### config.mk
export PLATFORM = sky130hd
export DESIGN_NAME = counter_edge_capture_and_gate
export DESIGN_NICKNAME = d
export VERILOG_FILES = /design/src/hw/capture_gate_pkg.sv /design/src/hw/counter_edge_capture_and_gate.sv
export SDC_FILE = /design/constraint.sdc
export NUM_CORES = 1
export LEC_CHECK = 0
export BUFFER_PORTS_ARGS = -buffer_cell sky130_fd_sc_hd__buf_2
export CORE_UTILIZATION = 35
export DETAILED_ROUTE_END_ITERATION = 16
export GPL_TIMING_DRIVEN = 1
export PLACE_DENSITY_LB_ADDON = 0.3
export REMOVE_ABC_BUFFERS = 1
export SLEW_MARGIN = 25
export SYNTH_ARGS = -nofsm -noshare
export SYNTH_HDL_FRONTEND = slang
export SYNTH_SLANG_ARGS = --single-unit
### constraint.sdc
create_clock -name pclk -period 3.25 [get_ports pclk]
set_clock_uncertainty 0.15 [all_clocks]
set_input_delay 0.65 -clock pclk [delete_from_list [all_inputs] [get_ports pclk]]
set_output_delay 0.65 -clock pclk [all_outputs]
set_load 0.01 [all_outputs]
### src/hw/capture_gate_pkg.sv
package capture_gate_pkg;
	localparam logic [11:0] ctrl_addr    = 12'h000;
	localparam logic [11:0] cfg_addr     = 12'h004;
	localparam logic [11:0] status_addr  = 12'h008;
	localparam logic [11:0] result1_addr = 12'h00C;
	localparam logic [11:0] result2_addr = 12'h010;
	localparam logic [11:0] counter_addr = 12'h014;
	// ctrl bit positions
	localparam int en1_rise_bit = 0;
	localparam int en1_fall_bit = 1;
	localparam int en2_rise_bit = 2;
	localparam int en2_fall_bit = 3;
	// cfg bit positions
	localparam int gate_lo_bit  = 0;
	localparam int cont1_bit    = 2;
	localparam int cont2_bit    = 3;
	localparam int ovf_clr_bit  = 4;
	localparam logic [1:0] gate_off  = 2'h0;
	localparam logic [1:0] gate_high = 2'h1;
	localparam logic [1:0] gate_low  = 2'h2;
	localparam logic [15:0] diag_text_id = 16'h8315;
	localparam logic [3:0]  ctrl_reset   = 4'h0;
	localparam logic [4:0]  cfg_reset    = 5'h00;
endpackage

### src/hw/counter_edge_capture_and_gate.sv
// Added by the designer: the register offsets and the APB slave port.
`timescale 1ns/10ps
module counter_edge_capture_and_gate
(
	input  wire logic        pclk,
	input  wire logic        presetn,
	input  wire logic        psel,
	input  wire logic        penable,
	input  wire logic        pwrite,
	input  wire logic [11:0] paddr,
	input  wire logic [31:0] pwdata,
	output logic             pready,
	output logic      [31:0] prdata,
	output logic             pslverr,
	input  wire logic [31:0] counter_in,
	input  wire logic        capture_pin,
	input  wire logic        gate_pin,
	input  wire logic        encoder_status_pin,
	input  wire logic        overvoltage_pin,
	output logic             counter_hold,
	output logic             diagnostic_message,
	output logic      [15:0] diagnostic_text
);
	import capture_gate_pkg::*;

	logic [3:0]  ctrl;
	logic [4:0]  cfg;
	logic [31:0] result1;
	logic [31:0] result2;
	logic        valid1;
	logic        valid2;
	logic        input_error;
	logic        done1;
	logic        done2;
	logic [3:0]  sync_a;
	logic [3:0]  sync_b;
	logic [3:0]  prev;
	logic        cap_lvl;
	logic        gate_lvl;
	logic        enc_lvl;
	logic        ov_lvl;
	logic        rise1;
	logic        fall1;
	logic        rise2;
	logic        fall2;
	logic        ov_rise;
	logic        hit1;
	logic        hit2;
	logic [1:0]  gate_mode;
	logic        next_hold;
	logic        wr;
	logic        rd;

	// three flops per pin; logic reads stage b and the prev stage
	always_ff @(posedge pclk or negedge presetn)
	begin
		if (!presetn)
		begin
			sync_a <= 4'h0;
			sync_b <= 4'h0;
			prev   <= 4'h0;
		end
		else
		begin
			sync_a <= {overvoltage_pin, encoder_status_pin, gate_pin,
				capture_pin};
			sync_b <= sync_a;
			prev   <= sync_b;
		end
	end

	// edges come from consecutive synchronised samples
	assign cap_lvl  = sync_b[0];
	assign gate_lvl = sync_b[1];
	assign enc_lvl  = sync_b[2];
	assign ov_lvl   = sync_b[3];
	assign rise1    = sync_b[0] & ~prev[0];
	assign fall1    = ~sync_b[0] & prev[0];
	assign rise2    = sync_b[1] & ~prev[1];
	assign fall2    = ~sync_b[1] & prev[1];
	assign ov_rise  = sync_b[3] & ~prev[3];
	assign gate_mode = cfg[1:0];

	// qualified capture events; done blocks one-shot until that channel's two enables drop
	assign hit1 = ((rise1 & ctrl[en1_rise_bit])
		| (fall1 & ctrl[en1_fall_bit]))
		& (cfg[cont1_bit] | (~done1 & ~valid1));
	assign hit2 = ((rise2 & ctrl[en2_rise_bit])
		| (fall2 & ctrl[en2_fall_bit]))
		& (cfg[cont2_bit] | (~done2 & ~valid2));

	assign wr = psel & penable & pwrite;
	assign rd = psel & ~penable & ~pwrite;

	// software registers, written at the access phase only
	always_ff @(posedge pclk or negedge presetn)
	begin
		if (!presetn)
		begin
			ctrl <= ctrl_reset;
			cfg  <= cfg_reset;
		end
		else if (wr && paddr == ctrl_addr)
			ctrl <= pwdata[3:0];
		else if (wr && paddr == cfg_addr)
			cfg <= pwdata[4:0];
	end

	// capture result one; in one-shot mode first enabled event wins, later ones ignored
	always_ff @(posedge pclk or negedge presetn)
	begin
		if (!presetn)
		begin
			result1 <= 32'h0000_0000;
			valid1  <= 1'b0;
			done1   <= 1'b0;
		end
		else if (hit1)
		begin
			result1 <= counter_in;
			valid1  <= 1'b1;
			done1   <= 1'b1;
		end
		else if (ctrl[1:0] == 2'h0 && !cfg[cont1_bit])
		begin
			valid1 <= 1'b0;
			done1  <= 1'b0;
		end
	end

	// capture result two from the gate/capture input
	always_ff @(posedge pclk or negedge presetn)
	begin
		if (!presetn)
		begin
			result2 <= 32'h0000_0000;
			valid2  <= 1'b0;
			done2   <= 1'b0;
		end
		else if (hit2)
		begin
			result2 <= counter_in;
			valid2  <= 1'b1;
			done2   <= 1'b1;
		end
		else if (ctrl[3:2] == 2'h0 && !cfg[cont2_bit])
		begin
			valid2 <= 1'b0;
			done2  <= 1'b0;
		end
	end

	// hold follows the synchronised level; capture above samples the
	// counter in the same cycle the hold asserts, so the value precedes it
	always_comb
	begin
		case (gate_mode)
			gate_high: next_hold = gate_lvl;
			gate_low:  next_hold = ~gate_lvl;
			default:   next_hold = 1'b0;
		endcase
	end

	always_ff @(posedge pclk or negedge presetn)
	begin
		if (!presetn)
			counter_hold <= 1'b0;
		else
			counter_hold <= next_hold;
	end

	// overvoltage: sticky error flag, one-cycle diagnostic pulse
	always_ff @(posedge pclk or negedge presetn)
	begin
		if (!presetn)
		begin
			input_error        <= 1'b0;
			diagnostic_message <= 1'b0;
			diagnostic_text    <= 16'h0000;
		end
		else
		begin
			diagnostic_message <= ov_rise;
			if (ov_rise)
				diagnostic_text <= diag_text_id;
			if (ov_lvl)
				input_error <= 1'b1;
			else if (wr && paddr == cfg_addr && pwdata[ovf_clr_bit])
				input_error <= 1'b0; // set wins over clear
		end
	end

	// apb read data, latched in setup so the access phase sees it
	always_ff @(posedge pclk or negedge presetn)
	begin
		if (!presetn)
		begin
			prdata  <= 32'h0000_0000;
			pready  <= 1'b0;
			pslverr <= 1'b0;
		end
		else
		begin
			pready  <= psel & ~penable;
			pslverr <= psel & ~penable & (paddr > counter_addr
				|| paddr[1:0] != 2'h0);
			if (rd)
			begin
				case (paddr)
					ctrl_addr:    prdata <= {28'h0, ctrl};
					cfg_addr:     prdata <= {27'h00, cfg};
					status_addr:  prdata <= {25'h0, input_error,
						enc_lvl, gate_lvl, cap_lvl, counter_hold,
						valid2, valid1};
					result1_addr: prdata <= result1;
					result2_addr: prdata <= result2;
					counter_addr: prdata <= counter_in;
					default:      prdata <= 32'h0000_0000;
				endcase
			end
		end
	end
endmodule

After elaboration in Yosys (flattened, before gate mapping)
Cells that the tools add are included.

storage, ports and cells
  word-level logic and storage cells = 78
  register bits after elaboration = 125

cells by class
  muxes and demuxes = 8
  magnitude comparators = 1
  eq/ne operators = 7
  reductions and logical operators = 16
  bitwise operators = 30

operators with widths
  cell                                                            count
  case mux 32 bit (6 select lines)                                1
  == test 12 x 4 -> 1 bit, second input constant                  2
  == test 12 x 5 -> 1 bit, second input constant                  2
  AND 1 bit                                                       16
  == test 12 x 3 -> 1 bit, second input constant                  1
  greater-than comparator 12 x 5 -> 1 bit, second input constant  1
  zero test 12 bit                                                1
  inverter 1 bit                                                  10
  nonzero test 2 bit                                              4
  2-to-1 mux 1 bit                                                6
  logical AND 1 bit                                               5
  zero test 2 bit                                                 2
  bitwise OR 1 bit                                                4
  == test 2 x 1 -> 1 bit, second input constant                   1
  == test 2 bit, second input constant                            1
  zero test 1 bit                                                 2
  case mux 1 bit (2 select lines)                                 1
  AND reduction 2 bit                                             1
  logical OR 1 bit                                                1

Logic depth before layout (Yosys ltp)
Gate-level depths: netlist of the first run.

  word-level depth = 6
  depth in mapped cells = 6

Worst setup path after synthesis of the first run
Ideal clock, no wire load.

  kind = input-to-reg
  start point = input port paddr[11]
  end point = register ctrl[0]
  library setup time = 125 ps
  data arrival time = 1899 ps
  path slack = 1076 ps
  cell stages on the path = 3
  required time = 2975 ps
  path through = or4_4 -> nor4_4 -> mux2_2

between the ends
  cells in the longest elaborated chain, start to end = 2

RTL lines
  item                  RTL line                              RTL
  from (decl)           counter_edge_capture_and_gate.sv:10   input wire logic [11:0] paddr,
  zero test 12 bit      counter_edge_capture_and_gate.sv:103  else if (wr && paddr == ctrl_addr)
  logical AND 1 bit     counter_edge_capture_and_gate.sv:103
  to (signal assigned)  counter_edge_capture_and_gate.sv:100  ctrl <= ctrl_reset;
  to (signal assigned)  counter_edge_capture_and_gate.sv:104  ctrl <= pwdata[3:0];
  to (decl)             counter_edge_capture_and_gate.sv:26   logic [3:0] ctrl;

No other way between the ends.
A chain may end at the register's enable or synchronous reset.

Worst setup path after layout of the first run
  start point = input port paddr[2]
  end point = register prdata[24]

between the ends
  cells in the longest elaborated chain, start to end = 2

RTL lines
  item                                                   RTL line                              RTL
  == test 12 x 5 -> 1 bit, or another cell as far along  counter_edge_capture_and_gate.sv:209  case (paddr)
  case mux 32 bit (6 select lines) *                     counter_edge_capture_and_gate.sv:209
  to (signal assigned)                                   counter_edge_capture_and_gate.sv:210  ctrl_addr: prdata <= {28'h0, ctrl};
  to (signal assigned)                                   counter_edge_capture_and_gate.sv:211  cfg_addr: prdata <= {27'h00, cfg};
  to (signal assigned)                                   counter_edge_capture_and_gate.sv:212  status_addr: prdata <= {25'h0, input_error,
  to (decl)                                              counter_edge_capture_and_gate.sv:13   output logic [31:0] prdata,

Every way passes the cells marked *; elsewhere a longest branch is shown, timed or not.

==> impl_results.md, run 1 <==
* Layout cells sized above 1 at between 40% and 50%
* Cell area after synthesis at around 0.0054 mm^2
* Unique masters post-synth at 47
* P_leak at 3.371 nW
* Final setup fails at 0
* Antenna diode count at 0
* Hold buffers post-CTS at 0
* Initial antenna violation count at 0
* Worst Path Max Fanout at 27
* Fin cells at between 700 and 800
* Wire per inst at 17.52 um
* Worst skew pair latency at between 0.4 and 0.5 ns
* RSZ-0062 raised after global routing: no
* FILL cells at about 1400
* Ys Warns at 0
* Core Region at approximately 0.015 mm^2
* CP startpoint: paddr[2]
* Die width at approximately 130 um
* Sequential share of power at ~44%
* Fin. max-slew vios at 0
* Max clock buf depth at 2
* Max incr delay on CP at 0.61 ns
* Async S/R FF share, synth at 100.0%
* Final WL at between 10000 and 15000 um
* Slew @ Worst Pin at slightly above 1 ns
* Fin crit share at around two thirds
* CTS Buf Count at 17
* Reg2Reg Depth at 5
* Vias in the first global route at roughly 3800
* Setup WS pre-CTS at 0.6639 ns
* R2r setup slk at 1.14 ns
* Setup ws final at between 1 and 1.5 ns
* CP Class: input port to register
* Commonest non-fill, non-tap cells in the layout: dfrtp_1, buf_2, mux2_2
* Worst flop-to-flop path startpoint: sync_b[0]
* CTS tree: yes
* Main flop type after synthesis: dfrtp_1
* Worst path top cell family by delay: buffers and inverters
* Synthesized instance count at 400
* Yosys reg bits at roughly 120
* Net Sw Frac at approximately 22%
* Worst Path Arrival at around 2.3 ns
* Most common cell after layout, fill and taps aside: dfrtp_1
* Critical Path Start Type: input port
* Port buffer count at between 90 and 100
* Status: complete, no violations
* Internal power at 2.767 mW
* Crit path cell chain: buf_2 > buf_4 > mux2i_1 > nor2_1 > a221o_1
* GRT Residual Overflow at 0
* Initial Utilization at approximately 36%
* Net Switching at around 800 uW
* Overall power at between 3 and 4 mW
* Avg Inst Size Synth at roughly 14 um^2
* Pwr Density at 532.9 mW/mm^2
* RR Endpoint: result1[23]
* Area Growth Syn to Fin at 22.49%
* Peak supply drop at 0.3352 mV
* Worst path slowest cell: buf_2
* Tmin final at about 2.1 ns
* CP required at approximately 3.4 ns
* Placed cell count at 669
* Final net count at slightly below 600
* I/O pin total at ~140
* Rel. slew slack at between 30% and 40%
* Clk pwr share at slightly above 50%
* First-pass GRT wire length at between 20000 and 25000 um
* Worst min path class: input port to async pin
* DP HPWL at roughly 7900 um
* Root Buffer: clkbuf_16
* Crit. End Element: register
* Setup TNS at 0 ns
* Clock transition at path regs at roughly 0.050 ns
* Final hold vios at 0
* Die area at 0.01605 mm^2
* Worst hold slack at about 0.11 ns
* H-Tree Depth at 4
* Gate power share at 4.8%
* Largest net degree at the start of global routing at between 50 and 60
* Worst Path Buf+Inv at 2
* # resized after CTS at 0
* Post-synthesis sequential area ratio at a little under three fifths
* Via density at roughly 5.1
* Drt drc at 0
* # Max-Cap Violations at 0
* Fmax at 466.3 MHz
* GPL Wtd Cong at between 0.7 and 0.8
* Global Route Usage Sum at 16.71%
* Die Ht at about 130 um
* Cell row count at 45
* Drt pass-1 iters at 4
* Starting DRC count in detailed routing at 182
* Routed Antenna Nets at 0
* CTS sink count at approximately 120
* Via count at 3564
* Number of synthesized flops with an enable pin at 0
* Setup Fix Bufs, Post-CTS at 0
[flip-flops by register name, summed over array words and instances (netlist names), 3 cells and up]
| name | cells |
|---|---|
| result2 | 32 |
| sync_a | 4 |
| cfg | 5 |
| prdata | 32 |
| ctrl | 4 |
| prev | 3 |
| result1 | 32 |
| sync_b | 4 |
[power groups by stage]
| stage | logic (mW) | clock network [mW] | registers [mW] |
|---|---|---|---|
| 2_1_floorplan | 0.0550 | 0 | 1.60 |
| 3_3_place_gp | 0.169 | 0 | 1.60 |
| 3_5_place_dp | 0.174 | 0 | 1.60 |
| 4_1_cts | 0.175 | 1.85 | 1.57 |
| 5_1_grt | 0.190 | 1.94 | 1.57 |
| 6_report | 0.170 | 1.81 | 1.57 |
[per-layer routing]
layer	global-route usage [%]	up-vias	share of wire, %
met5	0	-	0
met4	5.462	0	0.46
met3	5.399	4	6.0
met2	26.49	108	47
met1	21.72	1813	46
li1	-	1639	-
[worst max-delay path by stage]
stage	to	slack, ns	cells past startpoint
floorplan	result1[0]	0.37	4
CTS	prdata[20]	1.10	5
global placement	prdata[9]	0.68	5
global route	result1[18]	1.0	5
detailed placement	prdata[12]	0.66	5
finish	prdata[24]	1.11	5
[synth_stat cells (2+ instances only)]
cell / n / area share, %
nand3_1: 5 / 0.46
a221o_1: 24 / 4.4
o31a_1: 3 / 0.48
nand2_1: 13 / 0.90
o22a_1: 2 / 0.32
o31ai_1: 3 / 0.41
mux2_2: 75 / 16
a21oi_1: 2 / 0.18
dfrtp_1: 124 / 57
mux4_2: 3 / 1.2
nor2_1: 25 / 1.7
nand2b_1: 2 / 0.23
clkbuf_1: 5 / 0.35
mux2i_1: 35 / 6.4
buf_2: 14 / 1.3
o21ai_0: 9 / 0.83
buf_4: 15 / 2.1
inv_1: 4 / 0.28
nor2b_1: 5 / 0.57
nor3_2: 2 / 0.37
and3_1: 2 / 0.23
a2bb2oi_1: 2 / 0.32
buf_6: 2 / 0.41
[logic make-up after synthesis]
family	Yosys count	share of synthesized area (%)
flip-flops	124	57.04
multiplexers	113	23.21
AND/OR/NAND/NOR	70	7.291
AO/OA/AOI/OAI	52	8.004
buffers and inverters	40	4.393
other	1	0.06893
[metrics by stage]
stage	cell area, um^2	util (%)
3_3_place_gp	6095	40.09
3_5_place_dp	6095	40.09
4_1_cts	6664	43.84
2_1_floorplan	5250	-
5_1_grt	6664	43.84
6_report	6664	43.84
[final cells by class]
class	count	area, um^2	share of cell area [%]
clock buffers	20	446.7	6.703
clock inverters	12	122.6	1.840
inverters	4	15.01	0.2253
multi-input cells	245	2151	32.28
flip-flops and latches	124	3103	46.56
well taps	188	235.2	3.530
repair buffers	108	590.6	8.862
Note: power is estimated with default switching activity, not from simulation.
==> inputs of run 2 (changes only) <==
Clock period 3.25 ns to 1.9 ns, I/O delays scaled along.
==> run 2 against run 1 <==
Effect of this change: flip-flop and latch count is the same; non-clock buffer count grew 28; first-iteration DRC count is 3.3% lower; critical path depth unchanged; sequential share of layout area fell by 2.3 points; register-to-register slack lost 1.1 ns; routed wire length increased by 3.2%; sequential power up 71%; clock power is 71% higher; hold slack worse by 0.038 ns; largest cell class unchanged.
==> impl_results.md, run 2 (synthesized netlist as in run 1, its figures left out) <==
* Status: complete, no violations
* Drt drc at 0 (unchanged)
* Starting DRC count in detailed routing at 176 (-3.3%)
* Core Region at 0.01520 mm^2 (unchanged)
* Antenna diode count at 0 (unchanged)
* Commonest non-fill, non-tap cells in the layout: dfrtp_1, buf_2, mux2_2
* Top flop regs: prdata x32, result1 x32, result2 x32
* Drt pass-1 iters at 4 (unchanged)
* Area Growth Syn to Fin at 28.77%
* Via count at 3765 (+5.6%)
* Setup Fix Bufs, Post-CTS at 0 (unchanged)
* Final net count at 613 (+4.8%)
* Wire per inst at 17.39 um (-0.72%)
* Fin crit share at 95.41%
* Die width at 126.7 um (unchanged)
* Cell row count at 45 (unchanged)
* Placed cell count at 691 (+3.3%)
* H-Tree Depth at 4 (unchanged)
* Initial antenna violation count at 0 (unchanged)
* CP Class: register to register
* Overall power at 6.114 mW (+72%)
* CP required at 2.05 ns (-1.35 ns)
* Worst min path class: input port to register
* Max clock buf depth at 2 (unchanged)
* Most common cell after layout, fill and taps aside: dfrtp_1
* GRT Residual Overflow at 0 (unchanged)
* Pwr Density at 872.8 mW/mm^2 (+64%)
* Global routing usage on met1 at 21.04% (-0.68 points)
* Clock transition at path regs at 0.06 ns (about the same)
* Multi-input gate area at 0.002151 mm^2 (unchanged)
* First-pass GRT wire length at 20670 um (+2.3%)
* Via density at 5.165 (+1.6%)
* Final hold vios at 0 (unchanged)
* Peak supply drop at 0.5915 mV (+76%)
* Met3 GRT Util at 5.061% (-0.34 points)
* Initial Utilization at 35.79% (unchanged)
* GPL Wtd Cong at 0.7695 (+9.1%)
* Grt peak-use layer: met2
* FILL cells at 1397 (-1.2%)
* Utilization after layout at 46.08% (+2.2 points)
* Tmin final at around 1.8 ns
* Routed Antenna Nets at 0 (unchanged)
* CTS sink count at 124 (unchanged)
* Layout cells sized above 1 at 46.58% (+2.1 points)
* CTS tree: yes
* Worst skew pair latency at 0.42 ns (about the same)
* Die area at 0.01605 mm^2 (unchanged)
* Register Area at 0.003103 mm^2 (unchanged)
* DP HPWL at 8497 um (+7.9%)
* CTS Buf Count at 17 (unchanged)
* Fin cells at 729 (+4.0%)
* RSZ-0062 raised after global routing: no
* I/O pin total at 137 (unchanged)
* Largest net degree at the start of global routing at 49 (-16%)
* Root Buffer: clkbuf_16
* Fin. max-slew vios at 0 (unchanged)
* Worst Path Arrival at 1.97 ns (-0.32 ns)
* Global Route Usage Sum at 17.14% (+0.43 points)
* Final WL at 12680 um (+3.2%)
* Critical Path Start Type: register
* Die Ht at 126.7 um (unchanged)
* Port buffer count at 99 (unchanged)
* Fmax at approximately 550 MHz
* Crit. End Element: register
* Post-DP Area at 0.006372 mm^2 (+4.6%)
* Cell area after layout at 0.007005 mm^2 (+5.1%)
* P_leak at 3.537 nW (+4.9%)
* Final setup fails at 0 (unchanged)
* Worst hold slack at 0.07305 ns (-0.03758 ns)
* Vias in the first global route at 3975 (+5.3%)
* # Max-Cap Violations at 0 (unchanged)
* Worst Path Max Fanout at 18 (-33%)
* Met2 Resource Use GR at 28.14% (+1.7 points)
==> run 2: final cells by class <==
type                    count  share of cell area [%]
inverters                   4                  0.2143
clock inverters            11                   1.322
repair buffers            136                   13.25
clock buffers              21                   6.858
multi-input cells         245                   30.70
flip-flops and latches    124                   44.29
well taps                 188                   3.358
==> run 2: power by group <==
group	leakage, nW	internal [mW]	switching, mW
Combinational	1.57	0.151	0.190
Sequential	1.69	2.67	0.0145
Clock	0.273	1.92	1.17
Total	3.54	4.74	1.37
==> run 2: worst max-delay path, stage by stage, from the launching register on <==
cell,delay (ns)
dfrtp_1,0.47
nand2_1,0.09
o22a_1,0.22
a21oi_4,0.19
buf_12,0.20
mux2_2,0.36
==> run 2: metrics by stage <==
step                      setup slack, ns  setup TNS, ns
after floorplan                   -0.9766         -42.23
after global placement            -0.1748         -4.260
after detailed placement          -0.1902         -4.678
after CTS                         0.08257              0
after global routing             0.003742              0
final                             0.08716              0
==> run 2: routing by layer <==
metal  wire [um]  vias to the layer above  part of all wire [%]
met5           0                        -                     0
met4         266                        0                   2.1
met3         690                       22                   5.4
met2        6073                      119                    48
met1        5647                     1915                    45
li1            -                     1709                     -
==> run 2: path summary, 6_finish.rpt <==
check / start / to / slack (ns) / cells after the start
max in group asynchronous: presetn / prdata[15] / 0.74 / 3
min in group asynchronous: presetn / prdata[2] / 0.28 / 2
max: sync_b[1] / result2[9] / 0.09 / 5
max reg2reg: sync_b[1] / result2[9] / 0.09 / 5
min reg2reg: sync_a[1] / sync_b[1] / 0.20 / 0
min: counter_in[23] / result2[23] / 0.07 / 2
==> run 2: what timing repair did <==
item	CTS	global route
resized for setup	0	0
endpoints found under the hold margin	27	0
hold buffers	6	0
